[config.mk]
export PLATFORM = sky130hd
export DESIGN_NAME = adc_ddr_sample_output
export DESIGN_NICKNAME = d
export VERILOG_FILES = /design/src/adc_out_pkg.sv /design/src/adc_ddr_sample_output.sv /design/src/sample_skid_buffer.sv
export SDC_FILE = /design/constraint.sdc
export NUM_CORES = 1
export LEC_CHECK = 0
export ABC_AREA = 1
export BUFFER_PORTS_ARGS = -buffer_cell sky130_fd_sc_hd__buf_2
export CAP_MARGIN = 20
export CORE_MARGIN = 4
export CORE_UTILIZATION = 51
export CTS_BUF_LIST = sky130_fd_sc_hd__clkbuf_8
export CTS_CLUSTER_SIZE = 10
export DETAILED_ROUTE_END_ITERATION = 10
export PLACE_DENSITY = 0.77
export RECOVER_POWER = 50
export SYNTH_ARGS = -nofsm -noshare
export SYNTH_HDL_FRONTEND = slang
export SYNTH_HIERARCHICAL = 1
export SYNTH_SLANG_ARGS = --single-unit
[constraint.sdc]
create_clock -name i_clk -period 2.55 [get_ports i_clk]
set_input_delay 0.51 -clock i_clk [delete_from_list [all_inputs] [get_ports i_clk]]
set_output_delay 0.51 -clock i_clk [all_outputs]
set_load 0.02 [all_outputs]
[src/adc_out_pkg.sv]
// Purpose: shared constants and carriers for the sample output path
// Assumes: one system clock standing in for the sample clock, 250 MHz
// Notes: widths in bits, latency counts in half-cycle units
`default_nettype none
package adc_out_pkg;
    localparam int unsigned word_width = 14;
    // latency 3.5 cycles expressed in half cycles
    localparam int unsigned latency_half_cycles = 7;
    localparam int unsigned clk_period_ps = 4000;
    localparam int unsigned wake_time_us = 5;
    localparam int unsigned wake_cycles =
        (wake_time_us * 1000000) / clk_period_ps;
    localparam logic [13:0] code_all_zero = 14'h0000;
    localparam logic [13:0] code_all_one = 14'h3fff;
    localparam logic [13:0] code_mid_scale = 14'h2000;
    localparam logic signed [15:0] signed_min = -16'sh2000;
    localparam logic signed [15:0] signed_max = 16'sh1fff;

    typedef struct packed {
        logic [13:0] word;
        logic over_range;
    } sample_t;

    typedef enum logic [1:0] {
        st_down,
        st_waking,
        st_run
    } power_state_t;
endpackage
`default_nettype wire

[src/adc_ddr_sample_output.sv]
// Purpose: digital back end of a 14-bit pipelined converter with DDR out
// Assumes: i_clk models the sample clock; one i_clk cycle per half cycle
// Notes: samples arrive as signed results wider than the output word
`timescale 1ns/10ps
`default_nettype none
// Overview of operation
// - a sample is taken on each tick of the sample clock with i_sample_valid high while the block is in run.
// - each sample leaves the pipeline 3.5 sample periods after capture.
// - every sample leaves as one 14-bit offset binary word.
// - bit 13 of the word is the top line and bit 0 the bottom line.
// - the ready strobe toggles once per word, forming a half-rate DDR link.
// - the ready strobe is the sample clock divided by two only while every tick brings a sample.
// - the strobe divider has no defined start phase after power-down.
// - the over-range flag is high when the result leaves the word range.
// - strobe, word and flag all change on the update tick together.
// - power-down holds the block idle; it resumes 5 us after release.
module adc_ddr_sample_output #(
    parameter int unsigned wake_count = adc_out_pkg::wake_cycles
) (
    input wire logic i_clk,
    input wire logic i_rst,
    input wire logic i_sample_valid,
    input wire logic signed [15:0] i_sample,
    input wire logic i_power_down_input,
    output logic [13:0] o_sample_word,
    output logic o_over_range_flag,
    output logic o_ready_strobe,
    output logic o_powered
);
    localparam int unsigned lat = adc_out_pkg::latency_half_cycles;
    // buffer and output flop take the last two half cycles of the latency
    localparam int unsigned depth = lat - 2;

    typedef struct packed {
        logic [2:0] pd_sync;
        logic pd_level;
        adc_out_pkg::power_state_t pwr;
        logic [31:0] wake_cnt;
        logic [depth-1:0] pipe_valid;
        logic [depth-1:0][14:0] pipe_data;
        logic [13:0] word;
        logic over_range;
        logic strobe;
        logic powered;
    } core_state_t;

    core_state_t state;
    core_state_t next_state;
    logic running;
    logic [13:0] coded;
    logic clipped;
    logic buf_in_ready;
    logic buf_out_valid;
    logic [14:0] buf_out_data;
    adc_out_pkg::sample_t in_sample;
    adc_out_pkg::sample_t out_sample;

    // stage inputs, one entry per pipeline stage
    logic [depth-1:0] shift_valid;
    logic [depth-1:0][14:0] shift_data;
    logic buf_flush;

    // results outside the word saturate; only the flag tells them apart
    // clip and convert two's complement into offset binary
    always_comb
    begin
        clipped = 1'b0;
        coded = adc_out_pkg::code_mid_scale;
        if (i_sample < adc_out_pkg::signed_min)
        begin
            clipped = 1'b1;
            coded = adc_out_pkg::code_all_zero;
        end
        else if (i_sample > adc_out_pkg::signed_max)
        begin
            clipped = 1'b1;
            coded = adc_out_pkg::code_all_one;
        end
        else
        begin
            coded = {~i_sample[13], i_sample[12:0]};
        end
        in_sample.word = coded;
        in_sample.over_range = clipped;
    end

    assign running = (state.pwr == adc_out_pkg::st_run);

    // a word caught in the buffer at power-down must not leak out on wake
    assign buf_flush = i_rst || !running;

    // stage g takes stage g-1; stage 0 takes the freshly coded sample
    assign shift_valid[0] = i_sample_valid;
    assign shift_data[0] = in_sample;
    for (genvar g = 1; g < depth; g++)
    begin : g_stage
        assign shift_valid[g] = state.pipe_valid[g - 1];
        assign shift_data[g] = state.pipe_data[g - 1];
    end

    always_comb
    begin
        next_state = state;
        // only the second and third stages are compared
        next_state.pd_sync = {state.pd_sync[1:0], i_power_down_input};
        if (state.pd_sync[2] == state.pd_sync[1])
        begin
            next_state.pd_level = state.pd_sync[2];
        end
        case (state.pwr)
            adc_out_pkg::st_down:
            begin
                next_state.powered = 1'b0;
                if (!state.pd_level)
                begin
                    next_state.pwr = adc_out_pkg::st_waking;
                    next_state.wake_cnt = '0;
                end
            end
            adc_out_pkg::st_waking:
            begin
                // a pd pulse during wake-up restarts the full wait
                if (state.pd_level)
                begin
                    next_state.pwr = adc_out_pkg::st_down;
                end
                else if (state.wake_cnt == 32'(wake_count - 1))
                begin
                    next_state.pwr = adc_out_pkg::st_run;
                    next_state.powered = 1'b1;
                end
                else
                begin
                    next_state.wake_cnt = state.wake_cnt + 32'd1;
                end
            end
            adc_out_pkg::st_run:
            begin
                // pipe and buffer are flushed once running drops
                if (state.pd_level)
                begin
                    next_state.pwr = adc_out_pkg::st_down;
                    next_state.powered = 1'b0;
                end
            end
            default:
            begin
                next_state.pwr = adc_out_pkg::st_down;
                next_state.powered = 1'b0;
            end
        endcase
        // half-cycle pipeline; a stall holds every stage in place
        if (!running)
        begin
            next_state.pipe_valid = '0;
        end
        else if (buf_in_ready)
        begin
            next_state.pipe_valid = shift_valid;
            next_state.pipe_data = shift_data;
        end
        // strobe phase is kept across power-down, not reset to a value
        if (running && buf_out_valid)
        begin
            out_sample = buf_out_data;
            next_state.word = out_sample.word;
            next_state.over_range = out_sample.over_range;
            next_state.strobe = ~state.strobe;
        end
        else
        begin
            out_sample = '0;
        end
    end

    // in run the buffer holds at most one word, so the pipe never stalls
    sample_skid_buffer #(
        .width(15)
    ) u_buf (
        .i_clk(i_clk),
        .i_rst(buf_flush),
        .i_valid(running && state.pipe_valid[depth-1]),
        .o_ready(buf_in_ready),
        .i_data(state.pipe_data[depth-1]),
        .o_valid(buf_out_valid),
        .i_ready(running),
        .o_data(buf_out_data)
    );

    always_ff @(posedge i_clk)
    begin
        if (i_rst)
        begin
            // pd held high at reset so wake-up runs from a known state
            state.pd_sync <= 3'h7;
            state.pd_level <= 1'b1;
            state.pwr <= adc_out_pkg::st_down;
            state.wake_cnt <= '0;
            state.pipe_valid <= '0;
            state.pipe_data <= '0;
            state.word <= '0;
            state.over_range <= 1'b0;
            state.strobe <= 1'b0;
            state.powered <= 1'b0;
        end
        else
        begin
            state <= next_state;
        end
    end

    // every output is a state flop with no logic after it
    assign o_sample_word = state.word;
    assign o_over_range_flag = state.over_range;
    assign o_ready_strobe = state.strobe;
    assign o_powered = state.powered;
endmodule // adc_ddr_sample_output
`default_nettype wire

[src/sample_skid_buffer.sv]
// Purpose: two-entry buffer between the pipeline and the output stage
// Assumes: producer and consumer on the same clock
// Notes: full drop of ready only when both entries hold words
`timescale 1ns/10ps
`default_nettype none
module sample_skid_buffer #(
    parameter int unsigned width = 15
) (
    input wire logic i_clk,
    input wire logic i_rst,
    input wire logic i_valid,
    output logic o_ready,
    input wire logic [width-1:0] i_data,
    output logic o_valid,
    input wire logic i_ready,
    output logic [width-1:0] o_data
);
    typedef struct packed {
        logic [1:0][width-1:0] mem;
        logic [1:0] count;
        logic rd_ptr;
        logic wr_ptr;
    } skid_state_t;

    skid_state_t state;
    skid_state_t next_state;
    logic push;
    logic pop;

    always_comb
    begin
        push = i_valid && (state.count != 2'd2);
        pop = (state.count != 2'd0) && i_ready;
        next_state = state;
        if (push)
        begin
            next_state.mem[state.wr_ptr] = i_data;
            next_state.wr_ptr = ~state.wr_ptr;
        end
        if (pop)
        begin
            next_state.rd_ptr = ~state.rd_ptr;
        end
        next_state.count = state.count + {1'b0, push} - {1'b0, pop};
    end

    always_ff @(posedge i_clk)
    begin
        if (i_rst)
        begin
            state <= '0;
        end
        else
        begin
            state <= next_state;
        end
    end

    assign o_ready = (state.count != 2'd2);
    assign o_valid = (state.count != 2'd0);
    assign o_data = state.mem[state.rd_ptr];
endmodule // sample_skid_buffer
`default_nettype wire

# Yosys cells after proc, flatten, opt, wreduce, memory -nomap -nowiden
# Cells that the tools add are included.
[word_totals]
ff_bits = 169
input_bits = 20
out_inout_bits = 17
word_cells = 78
[op_classes]
add_sub_neg = 3
n_lt_le_gt_ge = 5
n_eq_ne = 11
mux = 21
bitwise = 5
n_reduce_logical = 14
[op_table]
columns = ["op", "count"]
rows = [
  ["2-to-1 mux 32 bit", 2],
  ["one-hot mux 32 bit (2 select lines)", 1],
  ["2-to-1 mux 15 bit", 3],
  ["2-to-1 mux 34 bit", 1],
  ["adder 32 x 1 -> 32 bit, second input constant", 1],
  ["equality test 32 x 11 -> 1 bit, second input constant", 1],
  ["bitwise mux 30 bit", 1],
  ["2-to-1 mux 14 bit", 2],
  ["greater-than comparator 16 x 14 -> 1 bit, second input constant", 1],
  ["< comparator 16 x 14 -> 1 bit, second input constant", 1],
  ["demux 15 bit (select 1 bit)", 1],
  ["!= test 2 bit, second input constant", 6],
  ["2-to-1 mux 2 bit", 3],
  ["one-hot mux 2 bit (3 select lines)", 1],
  ["AND reduction 3 bit", 2],
  ["2-to-1 mux 1 bit", 5],
  ["inverter 1 bit", 5],
  ["logical AND 1 bit", 4],
  ["< comparator 1 x 2 -> 1 bit, second input constant", 2],
  ["AND reduction 4 bit", 1],
  ["nonzero test 2 bit", 2],
  ["!= test 3 bit, second input constant", 1],
  ["adder 2 x 1 -> 2 bit", 1],
  ["equality test 2 x 1 -> 1 bit, second input constant", 1],
  ["other kinds (10)", 10],
]

# Depth between registers and ports, before layout
[logic_depth]
ltp_word = 5
mapped_depth = 13
ltp_nobuf = 12

# By module
# Netlist, hierarchy kept.
[by_module_without_submodules]
columns = ["mod", "instances", "cells_each", "area_per_inst_um2", "seq_area_each_um2"]
rows = [
  ["adc_ddr_sample_output", 1, 869, 6002.0, 2702.6],
  ["sample_skid_buffer", 1, 304, 1915.6, 680.7],
]

# Worst setup path before layout
# No wires, ideal clock.
[synth_timing]
path_kind = "reg2reg"
startpoint = "register state[129] (netlist name)"
endpoint = "register u_buf/state[3] (netlist name)"
setup_ns = 0.115
t_arrival_ns = 1.882
t_required_ns = 2.435
slack_ns = 0.553
path_stages_with_launch = 11
n_path_buf = 2
synth_period_minus_slack_ns = 1.997
path_cell_list = "dfxtp_1 > nor2_1 > buf_2 > buf_1 > o21a_1 > ha_1 > inv_1 > ha_1 > or2_2 > a21oi_1 > nor2_1"
[synth_via]
word_cells_on_any_way = 8
cone_classes = "add/sub: 2; eq/ne: 1; reduce/logical: 5"
[synth_lines]
columns = ["element", "line_no", "source"]
rows = [
  ["start, declared", "adc_ddr_sample_output.sv:47", "core_state_t state;"],
  ["start signal, assigned", "adc_ddr_sample_output.sv:208", "state <= next_state;"],
  ["equality test 2 bit", "adc_ddr_sample_output.sv:87", "assign running = (state.pwr == adc_out_pkg::st_run);"],
  ["net running", "adc_ddr_sample_output.sv:49", "logic running;"],
  ["logical AND 1 bit", "sample_skid_buffer.sv:33", "pop = (state.count != 2'd0) && i_ready;"],
  ["net u_buf.pop", "sample_skid_buffer.sv:28", "logic pop;"],
  ["subtractor 2 x 1 -> 2 bit", "sample_skid_buffer.sv:44", "next_state.count = state.count + {1'b0, push} - {1'b0, pop};"],
  ["end signal, assigned", "sample_skid_buffer.sv:55", "state <= next_state;"],
  ["end, declared", "sample_skid_buffer.sv:25", "skid_state_t state;"],
]
# The timed path passes the listed nets, and every way through them passes these cells.
# A chain may end at the register's enable or synchronous reset.

# Worst setup path in the final report
[layout_timing]
startpoint = "register state[130] (netlist name)"
endpoint = "register state (netlist bit shift_data[26])"
[layout_via]
elab_chain_cells = 2
[layout_lines]
columns = ["element", "line_no"]
rows = [
  ["equality test 2 bit", "adc_ddr_sample_output.sv:87"],
  ["AND reduction 2 bit (no source line)", "n/a"],
]
# No other way between the ends.

==> results.json <==
{
  "wl_per_cell_um": 11.8,
  "insertion_delay_ns": 0.45,
  "fin_nets": 1193,
  "grt.total_usage_pct": 18.6,
  "grt_pass1_vias": 6040,
  "slew_headroom_pct": 28.3,
  "netlist_instances": 1173,
  "yosysTopAreaCell": "dfxtp_1",
  "crit_top_cell": "inv_1",
  "ir_worst_vdd_v": 0.000356,
  "p_leak_nw": 3.44,
  "die_y_um": 133,
  "rsz0062_at_grt": "false",
  "syn2layout_area_growth_pct": 7.03,
  "vias_per_cell": 5.03,
  "clk_transition_reported_paths_ns": 0.09,
  "io_buffers": 36,
  "grt_pass1_wl_mm": 27.7,
  "tritoncts": "yes",
  "ys_seq_elements": 169,
  "min_path_type": "input pin to flip-flop",
  "antenna_found_initial": 0,
  "diodes": 0,
  "power.density_nw_per_um2": 558,
  "num_vias": 6893,
  "rrSetupSlack_ns": 0.47,
  "synth.distinct_cells": 32,
  "grt_max_degree": 74,
  "cts_buffer_depth": 2,
  "cap_violations": 0,
  "cts_root_buf": "clkbuf_8",
  "ys.flop_type": "dfxtp_1",
  "dr_wl_met3_um": 795,
  "setup_ws_ns": 0.468,
  "dp_slack_ns": 0.604,
  "synth.most_common_cell": "nor2_1",
  "cts_hold_buffers": 0,
  "period_minus_slack_ns": 2.08,
  "wl_met1_mm": 8.18,
  "cts-resized-gates": 0,
  "final_min_period_over_clock_period_pct": 81.7,
  "async_reset_ff_share_pct": 0,
  "rows": 45,
  "yosys_warnings": 6,
  "yosys-top-cells-area": "dfxtp_1, nor2_1, nand2_1",
  "drtAntennaViolNets": 0,
  "slowest_delay_ns": 0.47,
  "critPathBufInv": 4,
  "core_area_sq_um": 15200,
  "final-setup-viol-count": 0,
  "cp_max_fo": 33,
  "drt_first_pass_iters": 5,
  "worstPathArrival_ns": 2.45,
  "seq_area_frac_synth_pct": 42.7,
  "path_cells": "inv_1 -> nor2_1 -> inv_1 -> nor2_4 -> clkbuf_2 -> nand2_1 -> inv_1 -> o21ai_0 -> a21oi_1",
  "start_util_pct": 52.1,
  "fin_tns_setup_ns": 0,
  "synth_area_sq_um": 7920,
  "floorplan.die_area_sq_um": 17600,
  "fillCellCount": 1511,
  "criticalPathCategory": "flip-flop to flip-flop",
  "maxSlewViolCount": 0,
  "skew_ns": 0.0132,
  "fmax_mhz": 480,
  "status": "finished, final reports clean",
  "seq_area_sq_um": 3380,
  "synth_commonest_cells": "nor2_1, nand2_1, dfxtp_1, inv_1, o21ai_0",
  "end_kind": "flip-flop",
  "multi_input_area_sq_um": 3610,
  "grt_overflow_total": 0,
  "first_iter_violations": 736,
  "cpLargestDelayFamily": "buffers and inverters",
  "cts_max_level": 4,
  "worstPathRequired_ns": 2.92,
  "highest_layer": "met4",
  "dr_wl_met2_mm": 6.94,
  "postCtsSetupBuffers": 0,
  "place.gp.congestion": 0.893,
  "boundaryPins": 37,
  "tightestPinTransition_ns": 1.08,
  "final-hold-violation-count": 0,
  "cts-buffers-inserted": 17,
  "cpMaxStageDelayCell": "clkbuf_2",
  "drt-total-wl_mm": 16.2,
  "drc": 0,
  "syn_avg_cell_area_sq_um": 6.75,
  "synth_edf_count": 0,
  "synth.top_cell.area_share_pct": 42.7,
  "die_w_um": 133,
  "cts_sinks": 169,
  "postSynthNetCount": 1197,
  "dp_hpwl_mm": 10.8,
  "start_kind": "flip-flop",
  "layout-drive-gt1-share_pct": 9.64
}
flip-flops by register name, summed over array words and instances (netlist names):
name / flops
o_over_range_flag: 1
o_ready_strobe: 1
next_state: 2
u_buf/state: 34
state: 52
shift_data: 60
shift_valid: 4
o_powered: 1
o_sample_word: 14
cell type report:
| class | instances | share of cell area, % |
|---|---|---|
| flip-flops and latches | 169 | 39.9 |
| multi-input cells | 788 | 42.6 |
| clock inverters | 12 | 1.88 |
| inverters | 140 | 6.25 |
| well taps | 188 | 2.78 |
| clock buffers | 20 | 3.25 |
| repair buffers | 53 | 3.38 |
worst paths after layout:
check / start / to / cells after the start
hold / removal: i_power_down_input / next_state[133] / 2
setup reg to reg: state[130] / shift_data[26] / 9
hold reg to reg: next_state[133] / next_state[134] / 1
setup / recovery: state[130] / shift_data[26] / 9
routing by layer:
metal / vias to the layer above / GRT usage [%]
li1: 3663 / -
met1: 3051 / 26.4
met2: 156 / 28.0
met3: 23 / 3.69
met4: 0 / 6.87
met5: - / 0
logic make-up (layout without fill, tap and decap cells):
| group | Yosys count | after routing | share of synthesized area (%) |
|---|---|---|---|
| AOI/OAI and AO/OA | 153 | 153 | 9.78 |
| xor gates and xnor gates | 7 | 7 | 0.774 |
| and+or+nand+nor | 624 | 624 | 34.2 |
| buffers and inverters | 216 | 225 | 11.9 |
| DFF | 169 | 169 | 42.7 |
| adders and majority gates | 4 | 4 | 0.632 |
where the power goes:
part	internal (mW)	switching (mW)
logic	0.0196	0.0402
registers	2.64	0.000681
clock network	1.06	0.974
layout by cell type, fill, tap and decap left out, types with 2 or more instances in the layout:
master and count:
nor2_1 243, nand2_1 234, dfxtp_1 169, inv_1 128
o21ai_0 92, a21oi_1 56, nand3_1 54, nand4_1 50
clkbuf_8 20, clkbuf_1 19, buf_2 18, buf_4 12
nand2_2 11, nor2_2 10, inv_2 9, xor2_1 7
nor3_1 5, nor2_4 4, nand3_4 4, clkinv_2 4
or2_2 4, ha_1 4, nand2_4 3, inv_6 3
bufinv_16 3, clkbuf_2 3, o21ai_1 2
through the flow:
stage          util [%]  instances  area, sq um  hold slack (ns)  total power, mW
2_1_floorplan         -       1173         7920            0.389             2.74
3_3_place_gp       53.0       1337         8050            0.392             2.76
3_5_place_dp       53.0       1337         8050            0.399             2.76
4_1_cts            55.8       1369         8490            0.205             4.79
5_1_grt            55.7       1370         8470            0.218             4.89
6_report           55.7       1370         8470            0.240             4.73
(Power assumes the default switching activity.)
